`config.mk`:
```
export PLATFORM = sky130hd
export DESIGN_NAME = ccr_regs
export DESIGN_NICKNAME = d
export VERILOG_FILES = /design/src/logic/ccr_pkg.sv /design/src/logic/ccr_regs.sv
export SDC_FILE = /design/constraint.sdc
export NUM_CORES = 1
export LEC_CHECK = 0
export BUFFER_PORTS_ARGS = -buffer_cell sky130_fd_sc_hd__buf_2
export CORE_ASPECT_RATIO = 0.9
export CORE_MARGIN = 4
export CORE_UTILIZATION = 26
export CTS_CLUSTER_SIZE = 8
export DETAILED_ROUTE_END_ITERATION = 10
export PLACE_DENSITY = 0.54
export SYNTH_ARGS = -nofsm -noshare
export SYNTH_HDL_FRONTEND = slang
export SYNTH_SLANG_ARGS = --single-unit
```
`constraint.sdc`:
```
create_clock -name CORE_CLK -period 3 [get_ports CORE_CLK]
set_input_delay 0.3 -clock CORE_CLK [delete_from_list [all_inputs] [get_ports CORE_CLK]]
set_output_delay 0.3 -clock CORE_CLK [all_outputs]
set_load 0.05 [all_outputs]
```
`src/logic/ccr_pkg.sv`:
```
// How it works
// - Swap bit exchanges inputs in dual mode
// - Single field picks A or B input
// - Run bit low holds calibration reset
// - Run bit low resets clock dividers
// - Setting run bit reruns calibration
// - Bit four enables offset filtering
// - Background offset needs background calibration
// - Foreground offset needs foreground calibration
// - Bit one enables background calibration
// - Start resets values; foreground optional
// - Stopped bit tracks the halt state
// - Foreground done bit sets on completion
// - Status pin selector chooses source
// - Trigger source picks pin or bit
// - Software trigger bit resets high
// - Low trigger wakes sleeping core
package ccr_pkg;
    // ==========================================
    // Register offsets
    localparam logic [7:0] CCR_OFS_INSEL = 8'h60;
    localparam logic [7:0] CCR_OFS_RUN = 8'h61;
    localparam logic [7:0] CCR_OFS_CFG = 8'h62;
    localparam logic [7:0] CCR_OFS_STATE = 8'h6A;
    localparam logic [7:0] CCR_OFS_PIN = 8'h6B;
    localparam logic [7:0] CCR_OFS_SWTRIG = 8'h6C;
    // ==========================================
    // Reset values
    localparam logic [7:0] CCR_RST_INSEL = 8'h01;
    localparam logic [7:0] CCR_RST_RUN = 8'h01;
    localparam logic [7:0] CCR_RST_CFG = 8'h01;
    localparam logic [7:0] CCR_RST_PIN = 8'h00;
    localparam logic [7:0] CCR_RST_SWTRIG = 8'h01;
    // ==========================================
    // Field positions
    localparam int CCR_BIT_SWAP = 4;
    localparam int CCR_BIT_OSFILT = 4;
    localparam int CCR_BIT_BGOS = 3;
    localparam int CCR_BIT_FGOS = 2;
    localparam int CCR_BIT_BG = 1;
    localparam int CCR_BIT_FG = 0;
    localparam int CCR_BIT_RUN = 0;
    localparam int CCR_BIT_TRIGSRC = 0;
    localparam int CCR_BIT_STOPPED = 1;
    localparam int CCR_BIT_DONE = 0;
    // Status pin selector codes
    localparam logic [1:0] CCR_SEL_DONE = 2'h0;
    localparam logic [1:0] CCR_SEL_ALARM = 2'h2;
    localparam logic [1:0] CCR_SEL_LOW = 2'h3;
    // Single input codes
    localparam logic [1:0] CCR_SIN_A = 2'h1;
    localparam logic [1:0] CCR_SIN_B = 2'h2;
    // Clear timer count that ends clearing; the clear phase lasts five cycles
    localparam logic [3:0] CCR_CLR_CYCLES = 4'h4;
    // Engine states
    typedef enum logic [2:0]
    {
        CCR_IDLE,
        CCR_CLEAR,
        CCR_FG,
        CCR_BG,
        CCR_HALT
    } ccr_state_t;
endpackage

```
`src/logic/ccr_regs.sv`:
```
// The implementer's own choice: strobed register access.
`timescale 1ns/1ps
module ccr_regs
    import ccr_pkg::*;
(
    input wire logic CORE_CLK,
    input wire logic RST,
    input wire logic [7:0] ADDR,
    input wire logic [7:0] WDATA,
    input wire logic WR,
    input wire logic RD,
    output logic [7:0] RDATA,
    input wire logic SINGLE_MODE,
    input wire logic HARDWARE_TRIGGER_PIN,
    input wire logic ALARM,
    input wire logic FG_CAL_FINISHED,
    input wire logic BG_PHASE_REACHED,
    input wire logic BG_STOP_REQUEST,
    input wire logic CORE_SLEEPING,
    output logic CALIBRATION_STATUS_PIN,
    output logic CAL_RESET,
    output logic DIVIDER_RESET,
    output logic CAL_VALUES_CLEAR,
    output logic FG_RUNNING,
    output logic BG_RUNNING,
    output logic FG_OFFSET_ON,
    output logic BG_OFFSET_ON,
    output logic OFFSET_FILTER_ON,
    output logic CAL_TRIGGER,
    output logic CORE_WAKE,
    output logic CH_A_USES_B,
    output logic CH_B_USES_A
);
    // ==========================================
    // Register storage
    logic [7:0] input_selection; // Input routing
    logic [7:0] calibration_run_control; // Run bit
    logic [7:0] calibration_configuration; // Engine options
    logic [7:0] calibration_pin_setup; // Pin and trigger source
    logic [7:0] software_trigger; // Stand-in for the trigger pin
    logic foreground_complete_flag; // Done status
    logic cal_stopped; // Stopped status
    ccr_state_t state; // Engine state
    ccr_state_t next_state; // Engine next state
    logic [3:0] clr_count; // Value clear timer
    logic run_q; // Run bit one cycle ago
    // ==========================================
    // Address decode
    wire hit_insel = ADDR == CCR_OFS_INSEL;
    wire hit_run = ADDR == CCR_OFS_RUN;
    wire hit_cfg = ADDR == CCR_OFS_CFG;
    wire hit_state = ADDR == CCR_OFS_STATE;
    wire hit_pin = ADDR == CCR_OFS_PIN;
    wire hit_swtrig = ADDR == CCR_OFS_SWTRIG;
    wire run = calibration_run_control[CCR_BIT_RUN];
    wire fg_en = calibration_configuration[CCR_BIT_FG];
    wire bg_en = calibration_configuration[CCR_BIT_BG];
    // Rising edge of run starts a fresh pass with current settings
    wire run_rise = run & ~run_q;
    wire [1:0] status_sel = calibration_pin_setup[2:1];
    wire [7:0] state_word = {6'h00, cal_stopped, foreground_complete_flag};
    // Unmapped addresses read zero
    wire [7:0] read_mux =
        hit_insel ? input_selection :
        hit_run ? calibration_run_control :
        hit_cfg ? calibration_configuration :
        hit_state ? state_word :
        hit_pin ? calibration_pin_setup :
        hit_swtrig ? software_trigger : 8'h00;
    // ==========================================
    // Writable registers; the status word has no write path
    always_ff @(posedge CORE_CLK or posedge RST)
    begin
        if (RST)
        begin
            input_selection <= CCR_RST_INSEL;
            calibration_run_control <= CCR_RST_RUN;
            calibration_configuration <= CCR_RST_CFG;
            calibration_pin_setup <= CCR_RST_PIN;
            software_trigger <= CCR_RST_SWTRIG;
        end
        else if (WR)
        begin
            // Reserved bits are plain storage, as software may expect
            if (hit_insel)
                input_selection <= WDATA;
            if (hit_run)
                calibration_run_control <= WDATA;
            // Taken at any time; software must stop the engine first
            if (hit_cfg)
                calibration_configuration <= WDATA;
            if (hit_pin)
                calibration_pin_setup <= WDATA;
            if (hit_swtrig)
                software_trigger <= WDATA;
            // Writes to the status offset fall through here
        end
    end
    // ==========================================
    // Read data, one cycle after the strobe
    always_ff @(posedge CORE_CLK or posedge RST)
    begin
        if (RST)
            RDATA <= 8'h00;
        else
            RDATA <= RD ? read_mux : 8'h00;
    end
    // ==========================================
    // Input routing
    always_ff @(posedge CORE_CLK or posedge RST)
    begin
        if (RST)
        begin
            CH_A_USES_B <= 1'b0;
            CH_B_USES_A <= 1'b0;
        end
        else if (SINGLE_MODE)
        begin
            // Reserved codes keep the previous routing
            if (input_selection[1:0] == CCR_SIN_A)
            begin
                CH_A_USES_B <= 1'b0;
                CH_B_USES_A <= 1'b1;
            end
            else if (input_selection[1:0] == CCR_SIN_B)
            begin
                CH_A_USES_B <= 1'b1;
                CH_B_USES_A <= 1'b0;
            end
        end
        else
        begin
            // Swap bit only matters with two channels
            CH_A_USES_B <= input_selection[CCR_BIT_SWAP];
            CH_B_USES_A <= input_selection[CCR_BIT_SWAP];
        end
    end
    // ==========================================
    // Engine sequencing
    always_comb
    begin
        next_state = state;
        unique case (state)
            CCR_IDLE:
                if (run_rise)
                    next_state = CCR_CLEAR;
            CCR_CLEAR:
                if (clr_count == CCR_CLR_CYCLES)
                    // Skip foreground when its bit is low
                    next_state = fg_en ? CCR_FG :
                        (bg_en ? CCR_BG : CCR_HALT);
            CCR_FG:
                if (FG_CAL_FINISHED)
                    next_state = bg_en ? CCR_BG : CCR_HALT;
            CCR_BG:
                if (BG_STOP_REQUEST & BG_PHASE_REACHED)
                    next_state = CCR_HALT;
            CCR_HALT:
                if (bg_en & ~BG_STOP_REQUEST)
                    next_state = CCR_BG;
        endcase
    end
    // State, clear timer and run history; a low run bit holds reset
    always_ff @(posedge CORE_CLK or posedge RST)
    begin
        if (RST)
        begin
            state <= CCR_IDLE;
            clr_count <= 4'h0;
            run_q <= 1'b0;
        end
        else
        begin
            run_q <= run;
            state <= run ? next_state : CCR_IDLE;
            clr_count <= (state == CCR_CLEAR) ? clr_count + 4'h1 : 4'h0;
        end
    end
    // ==========================================
    // Status flags
    always_ff @(posedge CORE_CLK or posedge RST)
    begin
        if (RST)
        begin
            foreground_complete_flag <= 1'b0;
            cal_stopped <= 1'b0;
        end
        else if (~run)
        begin
            foreground_complete_flag <= 1'b0;
            cal_stopped <= 1'b0;
        end
        else
        begin
            if (state == CCR_FG && FG_CAL_FINISHED)
                foreground_complete_flag <= 1'b1;
            else if (state == CCR_CLEAR)
                foreground_complete_flag <= 1'b0;
            // High while halted, low once calibration runs again
            cal_stopped <= next_state == CCR_HALT;
        end
    end
    // ==========================================
    // Engine controls
    assign CAL_RESET = ~run;
    // Dividers for the digital block and serial link share the hold
    assign DIVIDER_RESET = ~run;
    assign CAL_VALUES_CLEAR = state == CCR_CLEAR;
    assign FG_RUNNING = state == CCR_FG;
    assign BG_RUNNING = state == CCR_BG;
    // Offset options are gated by their parent calibration
    assign FG_OFFSET_ON = FG_RUNNING &
        calibration_configuration[CCR_BIT_FGOS];
    assign BG_OFFSET_ON = BG_RUNNING & bg_en &
        calibration_configuration[CCR_BIT_BGOS];
    assign OFFSET_FILTER_ON = run &
        calibration_configuration[CCR_BIT_OSFILT];
    // Trigger source choice
    assign CAL_TRIGGER = calibration_pin_setup[CCR_BIT_TRIGSRC] ?
        HARDWARE_TRIGGER_PIN : software_trigger[0];
    // A low trigger wakes a sleeping core
    assign CORE_WAKE = CORE_SLEEPING & ~CAL_TRIGGER;
    // Status pin; reserved code drives low
    assign CALIBRATION_STATUS_PIN =
        (status_sel == CCR_SEL_DONE) ? foreground_complete_flag :
        (status_sel == CCR_SEL_ALARM) ? ALARM : 1'b0;
    // ==========================================
    // Checks
    chk_run_holds_reset: assert property (
        @(posedge CORE_CLK) disable iff (RST)
        !run |=> state == CCR_IDLE)
        else $error("engine not held idle");
    chk_rerun_clears: assert property (
        @(posedge CORE_CLK) disable iff (RST)
        run_rise && state == CCR_IDLE |=> state == CCR_CLEAR)
        else $error("rerun did not start");
    chk_fg_skip: assert property (
        @(posedge CORE_CLK) disable iff (RST)
        state == CCR_CLEAR && clr_count == CCR_CLR_CYCLES && !fg_en
        && run |=> state != CCR_FG)
        else $error("foreground not skipped");
    chk_done_sets: assert property (
        @(posedge CORE_CLK) disable iff (RST)
        state == CCR_FG && FG_CAL_FINISHED && run
        |=> foreground_complete_flag)
        else $error("done flag missing");
    chk_stopped_halt: assert property (
        @(posedge CORE_CLK) disable iff (RST)
        state == CCR_HALT |-> cal_stopped)
        else $error("stopped flag wrong");
    chk_pin_low: assert property (
        @(posedge CORE_CLK) disable iff (RST)
        status_sel == CCR_SEL_LOW |-> !CALIBRATION_STATUS_PIN)
        else $error("status pin not low");
    chk_bgos_gate: assert property (
        @(posedge CORE_CLK) disable iff (RST)
        !bg_en |-> !BG_OFFSET_ON)
        else $error("bg offset without bg");
    chk_trig_hw: assert property (
        @(posedge CORE_CLK) disable iff (RST)
        calibration_pin_setup[0] |-> CAL_TRIGGER == HARDWARE_TRIGGER_PIN)
        else $error("trigger source wrong");
    chk_status_ro: assert property (
        @(posedge CORE_CLK) disable iff (RST)
        WR && hit_state && state == CCR_IDLE && !run
        |=> !foreground_complete_flag && !cal_stopped)
        else $error("status took a write");
    // ==========================================
    // Routing, enable, hold, flag and wake checks
    // Dividers are held in the same cycle the run bit drops
    chk_div_on_stop: assert property (
        @(posedge CORE_CLK) disable iff (RST)
        $fell(run) |-> DIVIDER_RESET && CAL_RESET)
        else $error("dividers not held");
    // A fresh pass must not inherit the old done flag
    chk_start_clears: assert property (
        @(posedge CORE_CLK) disable iff (RST)
        state == CCR_CLEAR && run |=> !foreground_complete_flag)
        else $error("done flag survived restart");
    // Foreground offset only while the foreground pass runs
    chk_fgos_gate: assert property (
        @(posedge CORE_CLK) disable iff (RST)
        !FG_RUNNING |-> !FG_OFFSET_ON)
        else $error("fg offset without fg");
    // Filtering belongs to calibration, so it stops with it
    chk_filter_run: assert property (
        @(posedge CORE_CLK) disable iff (RST)
        !run |-> !OFFSET_FILTER_ON)
        else $error("filter on while held");
    // A low selected trigger must reach the wake output
    chk_wake_low: assert property (
        @(posedge CORE_CLK) disable iff (RST)
        CORE_SLEEPING && !CAL_TRIGGER |-> CORE_WAKE)
        else $error("sleeping core not woken");
    // Dual mode follows the swap bit one cycle later
    chk_route_swap: assert property (
        @(posedge CORE_CLK) disable iff (RST)
        !SINGLE_MODE |=>
        CH_A_USES_B == $past(input_selection[CCR_BIT_SWAP]) &&
        CH_B_USES_A == $past(input_selection[CCR_BIT_SWAP]))
        else $error("swap routing wrong");
    // Single mode on input A feeds both channels from A
    chk_route_single: assert property (
        @(posedge CORE_CLK) disable iff (RST)
        SINGLE_MODE && input_selection[1:0] == CCR_SIN_A
        |=> !CH_A_USES_B && CH_B_USES_A)
        else $error("single routing wrong");
endmodule

```
# Word level (Yosys, flattened, before mapping)
# Index checks and enable logic that the tools add are counted.
[word_totals]
regBits = 60
latch_bits = 0
ram_bits = 0
romBits = 0
inputBits = 27
word_cells = 81
mem_count = 0
[op_classes]
addsub = 1
n_mul = 0
div = 0
magnitude_cmp = 0
n_eq_ne = 17
shift = 0
mux = 30
bitwise_logic = 12
reduce_logical = 8
[ops]
columns = ["cell", "count"]
rows = [
  ["$mux W8", 7],
  ["$eq A8 B7 Y1 const B", 6],
  ["$mux W3", 8],
  ["$pmux W3 S5", 1],
  ["$mux W1", 13],
  ["$reduce_and A2 Y1", 5],
  ["$and A1 B1 Y1", 8],
  ["$eq A3 B2 Y1 const B", 2],
  ["$eq A3 B3 Y1 const B", 2],
  ["$add A4 B1 Y4 const B", 1],
  ["$eq A2 B2 Y1 const B", 2],
  ["$eq A4 B3 Y1 const B", 1],
  ["$mux W4", 1],
  ["$not A1 Y1", 4],
  ["$eq A3 B1 Y1 const B", 1],
  ["$logic_not A3 Y1", 1],
  ["$ne A3 B1 Y1 const B", 1],
  ["$ne A3 B2 Y1 const B", 1],
  ["$eq A2 B1 Y1 const B", 1],
  ["$logic_not A2 Y1", 1],
  ["$logic_and A1 B1 Y1", 1],
]

# Depth between registers and ports, before layout
[depth]
depth_word = 8
depth_mapped = 7
depth_no_buf = 7

# Worst setup path after synthesis
# No wires, ideal clock.
[synth_timing]
path_kind = "register to output"
start = "register state[2]"
end = "output port BG_OFFSET_ON"
arrival_ns = 1.959
required_ns = 2.700
slack_ns = 0.741
stages_incl_launch_ff = 5
path_cell_list = "dfrtp_1 buf_6 nand2b_1 nor2_1 and3_1"
[synth_between]
elab_chain_cells = 3
[synth_lines]
columns = ["element", "line", "text"]
rows = [
  ["from (decl)", "ccr_regs.sv:43", "ccr_state_t state;"],
  ["from (signal assigned)", "ccr_regs.sv:175", "state <= run ? next_state : CCR_IDLE;"],
  ["$eq A3 B2 Y1", "ccr_regs.sv:210", "assign BG_RUNNING = state == CCR_BG;"],
  ["via BG_RUNNING", "ccr_regs.sv:25", "output logic BG_RUNNING,"],
  ["$and A1 B1 Y1 (2 in a row)", "ccr_regs.sv:214", "assign BG_OFFSET_ON = BG_RUNNING & bg_en &"],
  ["to (decl)", "ccr_regs.sv:27", "output logic BG_OFFSET_ON,"],
]
# The timed path passes the listed nets, and every way through them passes these cells.

# Final worst setup path
[layout_timing]
start = "register state[0]"
end = "output port CAL_VALUES_CLEAR"
[layout_between]
elab_chain_cells = 1
[layout_lines]
columns = ["element", "line", "text"]
rows = [
  ["$eq A3 B1 Y1", "ccr_regs.sv:208", "assign CAL_VALUES_CLEAR = state == CCR_CLEAR;"],
  ["to (decl)", "ccr_regs.sv:23", "output logic CAL_VALUES_CLEAR,"],
]
# Every way passes these cells.

==> impl_results.md <==
* Avg Cell Area, Syn at 11.6 µm²
* Final Wtd Congestion at 0.824
* Floorplan Core Area at ~11,000 µm²
* Static leakage at 1.79 nW
* WP data arrival at ~1.8 ns
* Net count, final at 334
* Slack of the critical path at 0.931 ns
* Number of antenna violations at the first check in global routing at 1
* Total of flip-flops plus latches after synthesis at 60
* Number of enable flip-flop cells after synthesis at 0
* Synthesized Nets at between 200 and 300
* Wire length per cell after detailed routing at 16.0 µm
* Dominant synthesized flop cell: sky130_fd_sc_hd__dfrtp_1
* Worst setup slack before clock tree synthesis at 1.07 ns
* Run status: complete, no violations
* Async set-or-reset flop fraction in the synthesized netlist at 100%
* Worst-path cell with the longest stage delay: sky130_fd_sc_hd__dfrtp_1
* Via density per instance at approximately 4.6
* Filler cell count in the final layout at between 1,000 and 1,500
* Most frequently used cell type in the post-synthesis netlist: sky130_fd_sc_hd__dfrtp_1
* H-Tree Level Count at 3
* Final setup violation count at 0
* Setup repair after global routing missed its margin: false
* Starting DRT DRC Count at 87
* Row cnt at 36
* Max-cap check violation count at 0
* Cells along the critical path: or3b_1 -> inv_2 -> buf_2
* Number of sinks on the clock net at 60
* Final setup TNS at 0 ns
* Diodes inserted at 0
* Count of yosys warnings during synthesis at 0
* Wire length of the first global-routing pass at 11,900 µm
* Clock skew after layout at approximately 0.0045 ns
* Width of the chip at 121 µm
* Final cell utilization of the core at 33.0%
* Total clock buffers created by CTS at 9
* Final period util at 69.0%
* Initial core utilization at a little over a quarter
* Endpoints failing hold at 0
* Cell count after synthesis at about 260
* Hold Path Class: in -> async
* Residual DRC at 0
* Height of the die at 110 µm
* Via count of the first global-routing pass at approximately 2,200
* Congestion Overflow GR at 0
* Max-slew violations at 0
* DRT Pass-1 Iters at 4
* Startpoint type of the worst setup path: flop
* Clock Latency Late Sink at around 0.33 ns
* Worst-case headroom to the max-slew limit at 45.5%
* Global routing usage on met3 at 2.93%
* Growth of design area from synthesis to finish at 22.1%
* Number of buffers inserted to repair setup after CTS at 0
* Die Area at 13,300 µm²
* Total track usage at 11.9%
* Layer carrying the most global-route usage: met2
* Antenna Violating Nets Remaining at 0
* Endpoint required time on the critical path at 2.70 ns
* Critical path endpoint category: output port
* Reg-to-Reg Start: state[0]
* Main area contributors after synthesis: sky130_fd_sc_hd__dfrtp_1, sky130_fd_sc_hd__mux2_1, sky130_fd_sc_hd__dfstp_2
* Peak Freq at around 480 MHz
* R2r setup slk at 1.22 ns
* Reg2reg path depth at 5
* Launch point of the critical path: state[0]
* Maximum number of pins on one net before global-route repair at 40
* Combined area of all synthesized cells at 2980 µm²
* Transition time at the pin with the least slew margin at 0.817 ns
* Highest cell delay on the worst timing path at 0.54 ns
* Met1 capacity usage during global routing at 15.8%
* Count of boundary I/O pins at between 40 and 50
* GR Layer Usage met2 at a little under a fifth
* Destination of the worst register-to-register timing path: cal_stopped
* Vias at 2,122
* WL final at ~7400 µm
* Clock tree from TritonCTS: yes
* Number of port buffers at 47
* Largest area contributor in the netlist: sky130_fd_sc_hd__dfrtp_1
* Resized Gates After CTS at 0
* Share of cells above drive strength 1 at 27.7%
* Post-synthesis sequential area ratio at 50.5%
* Maximum buffer depth of the clock tree at 2
* Root Buffer: sky130_fd_sc_hd__clkbuf_16
* Largest fanout on the critical path at 13
* Clock input transition at the sequential cells of the worst setup and hold paths at 0.05 ns
* Shortest clock period the worst path allows after layout at 2.07 ns
* Final HPWL DP at 5230 µm
* Cts-stage hold buffer count at 0
* Critical path class: reg -> out
* Distinct cell type count after synthesis at 53
* Synth top area share at 47.0%
* Power per cell area at 555 nW/µm²
* Commonest cells in the netlist: sky130_fd_sc_hd__dfrtp_1, sky130_fd_sc_hd__mux2_1, sky130_fd_sc_hd__nand2_1, sky130_fd_sc_hd__inv_1, sky130_fd_sc_hd__nor2_1
* Max VDD drop at 0.255 mV
-- logic make-up (layout without fill, tap and decap cells) --
kind of cell    after synthesis  in the layout  share of synthesized area (%)
simple gates                 67             67                           14.6
flops                        60             60                           50.5
compound gates               56             56                           13.2
mux                          42             42                           15.8
buf+inv                      28             81                           4.49
fa+ha+maj                     2              2                          0.839
xor+xnor                      2              2                          0.587
-- cell usage in the layout (no fill, tap or decap), drive strengths merged, types with 9 or more instances in the layout --
master	netlist	final
a21oi	10	10
dfrtp	56	56
inv	16	16
nand2	14	14
o21ai	10	10
nor2	16	16
mux2	41	41
buf	10	49
clkbuf	2	9
-- power by group --
group | switching, mW | internal [mW]
combinational | 0.0972 | 0.0500
sequential | 0.0208 | 0.842
clock | 0.374 | 0.637
total | 0.492 | 1.53
-- worst max-delay path, delay by kind of cell, from the launching register on --
| family | cells | cell delay [ns] |
|---|---|---|
| AND/OR/NAND/NOR | 1 | 0.53 |
| buffers and inverters | 2 | 0.36 |
| flip-flops | 1 | 0.54 |
-- stage by stage --
step	hold WS (ns)	power, mW	cells	instance area [µm²]
after floorplan	0.411	0.968	257	2980
after global placement	0.436	1.02	446	3350
after detailed placement	0.437	1.03	446	3350
after CTS	0.178	2.04	462	3640
after global routing	0.215	2.09	462	3640
final	0.131	2.02	462	3640
-- area by class of cell --
| cell class | instances | area [µm²] | area share [%] |
|---|---|---|---|
| Sequential cell | 60 | 1510 | 41.4 |
| Tap cell | 152 | 190 | 5.22 |
| Clock buffer | 9 | 225 | 6.18 |
| Multi-Input combinational cell | 169 | 1340 | 36.9 |
| Timing Repair Buffer | 49 | 250 | 6.87 |
| Inverter | 16 | 60.1 | 1.65 |
| Clock inverter | 7 | 67.6 | 1.86 |
-- how the worst max path moves through the flow --
stage                          endpoint  slack [ns]  depth (start not counted)
6_report               CAL_VALUES_CLEAR        0.93                          3
5_1_grt                CAL_VALUES_CLEAR        0.80                          3
4_1_cts                CAL_VALUES_CLEAR        0.91                          3
3_5_place_dp   calibration_pin_setup[5]        1.07                          5
3_3_place_gp   calibration_pin_setup[0]        1.08                          5
2_1_floorplan              BG_OFFSET_ON        0.74                          4
-- state kept, by name, summed over array words and instances (netlist names) --
signal	flops
CH_A_USES_B	1
CH_B_USES_A	1
RDATA	8
cal_stopped	1
calibration_configuration	8
calibration_pin_setup	8
calibration_run_control	8
clr_count	4
foreground_complete_flag	1
input_selection	8
run_q	1
software_trigger	8
state	3
-- per-layer routing --
layer | part of all wire (%) | wire length (µm)
met5 | 0.18 | 13
met4 | 2.4 | 178
met3 | 5.0 | 369
met2 | 46 | 3380
met1 | 47 | 3460
Power figures use the tool's default switching activity.
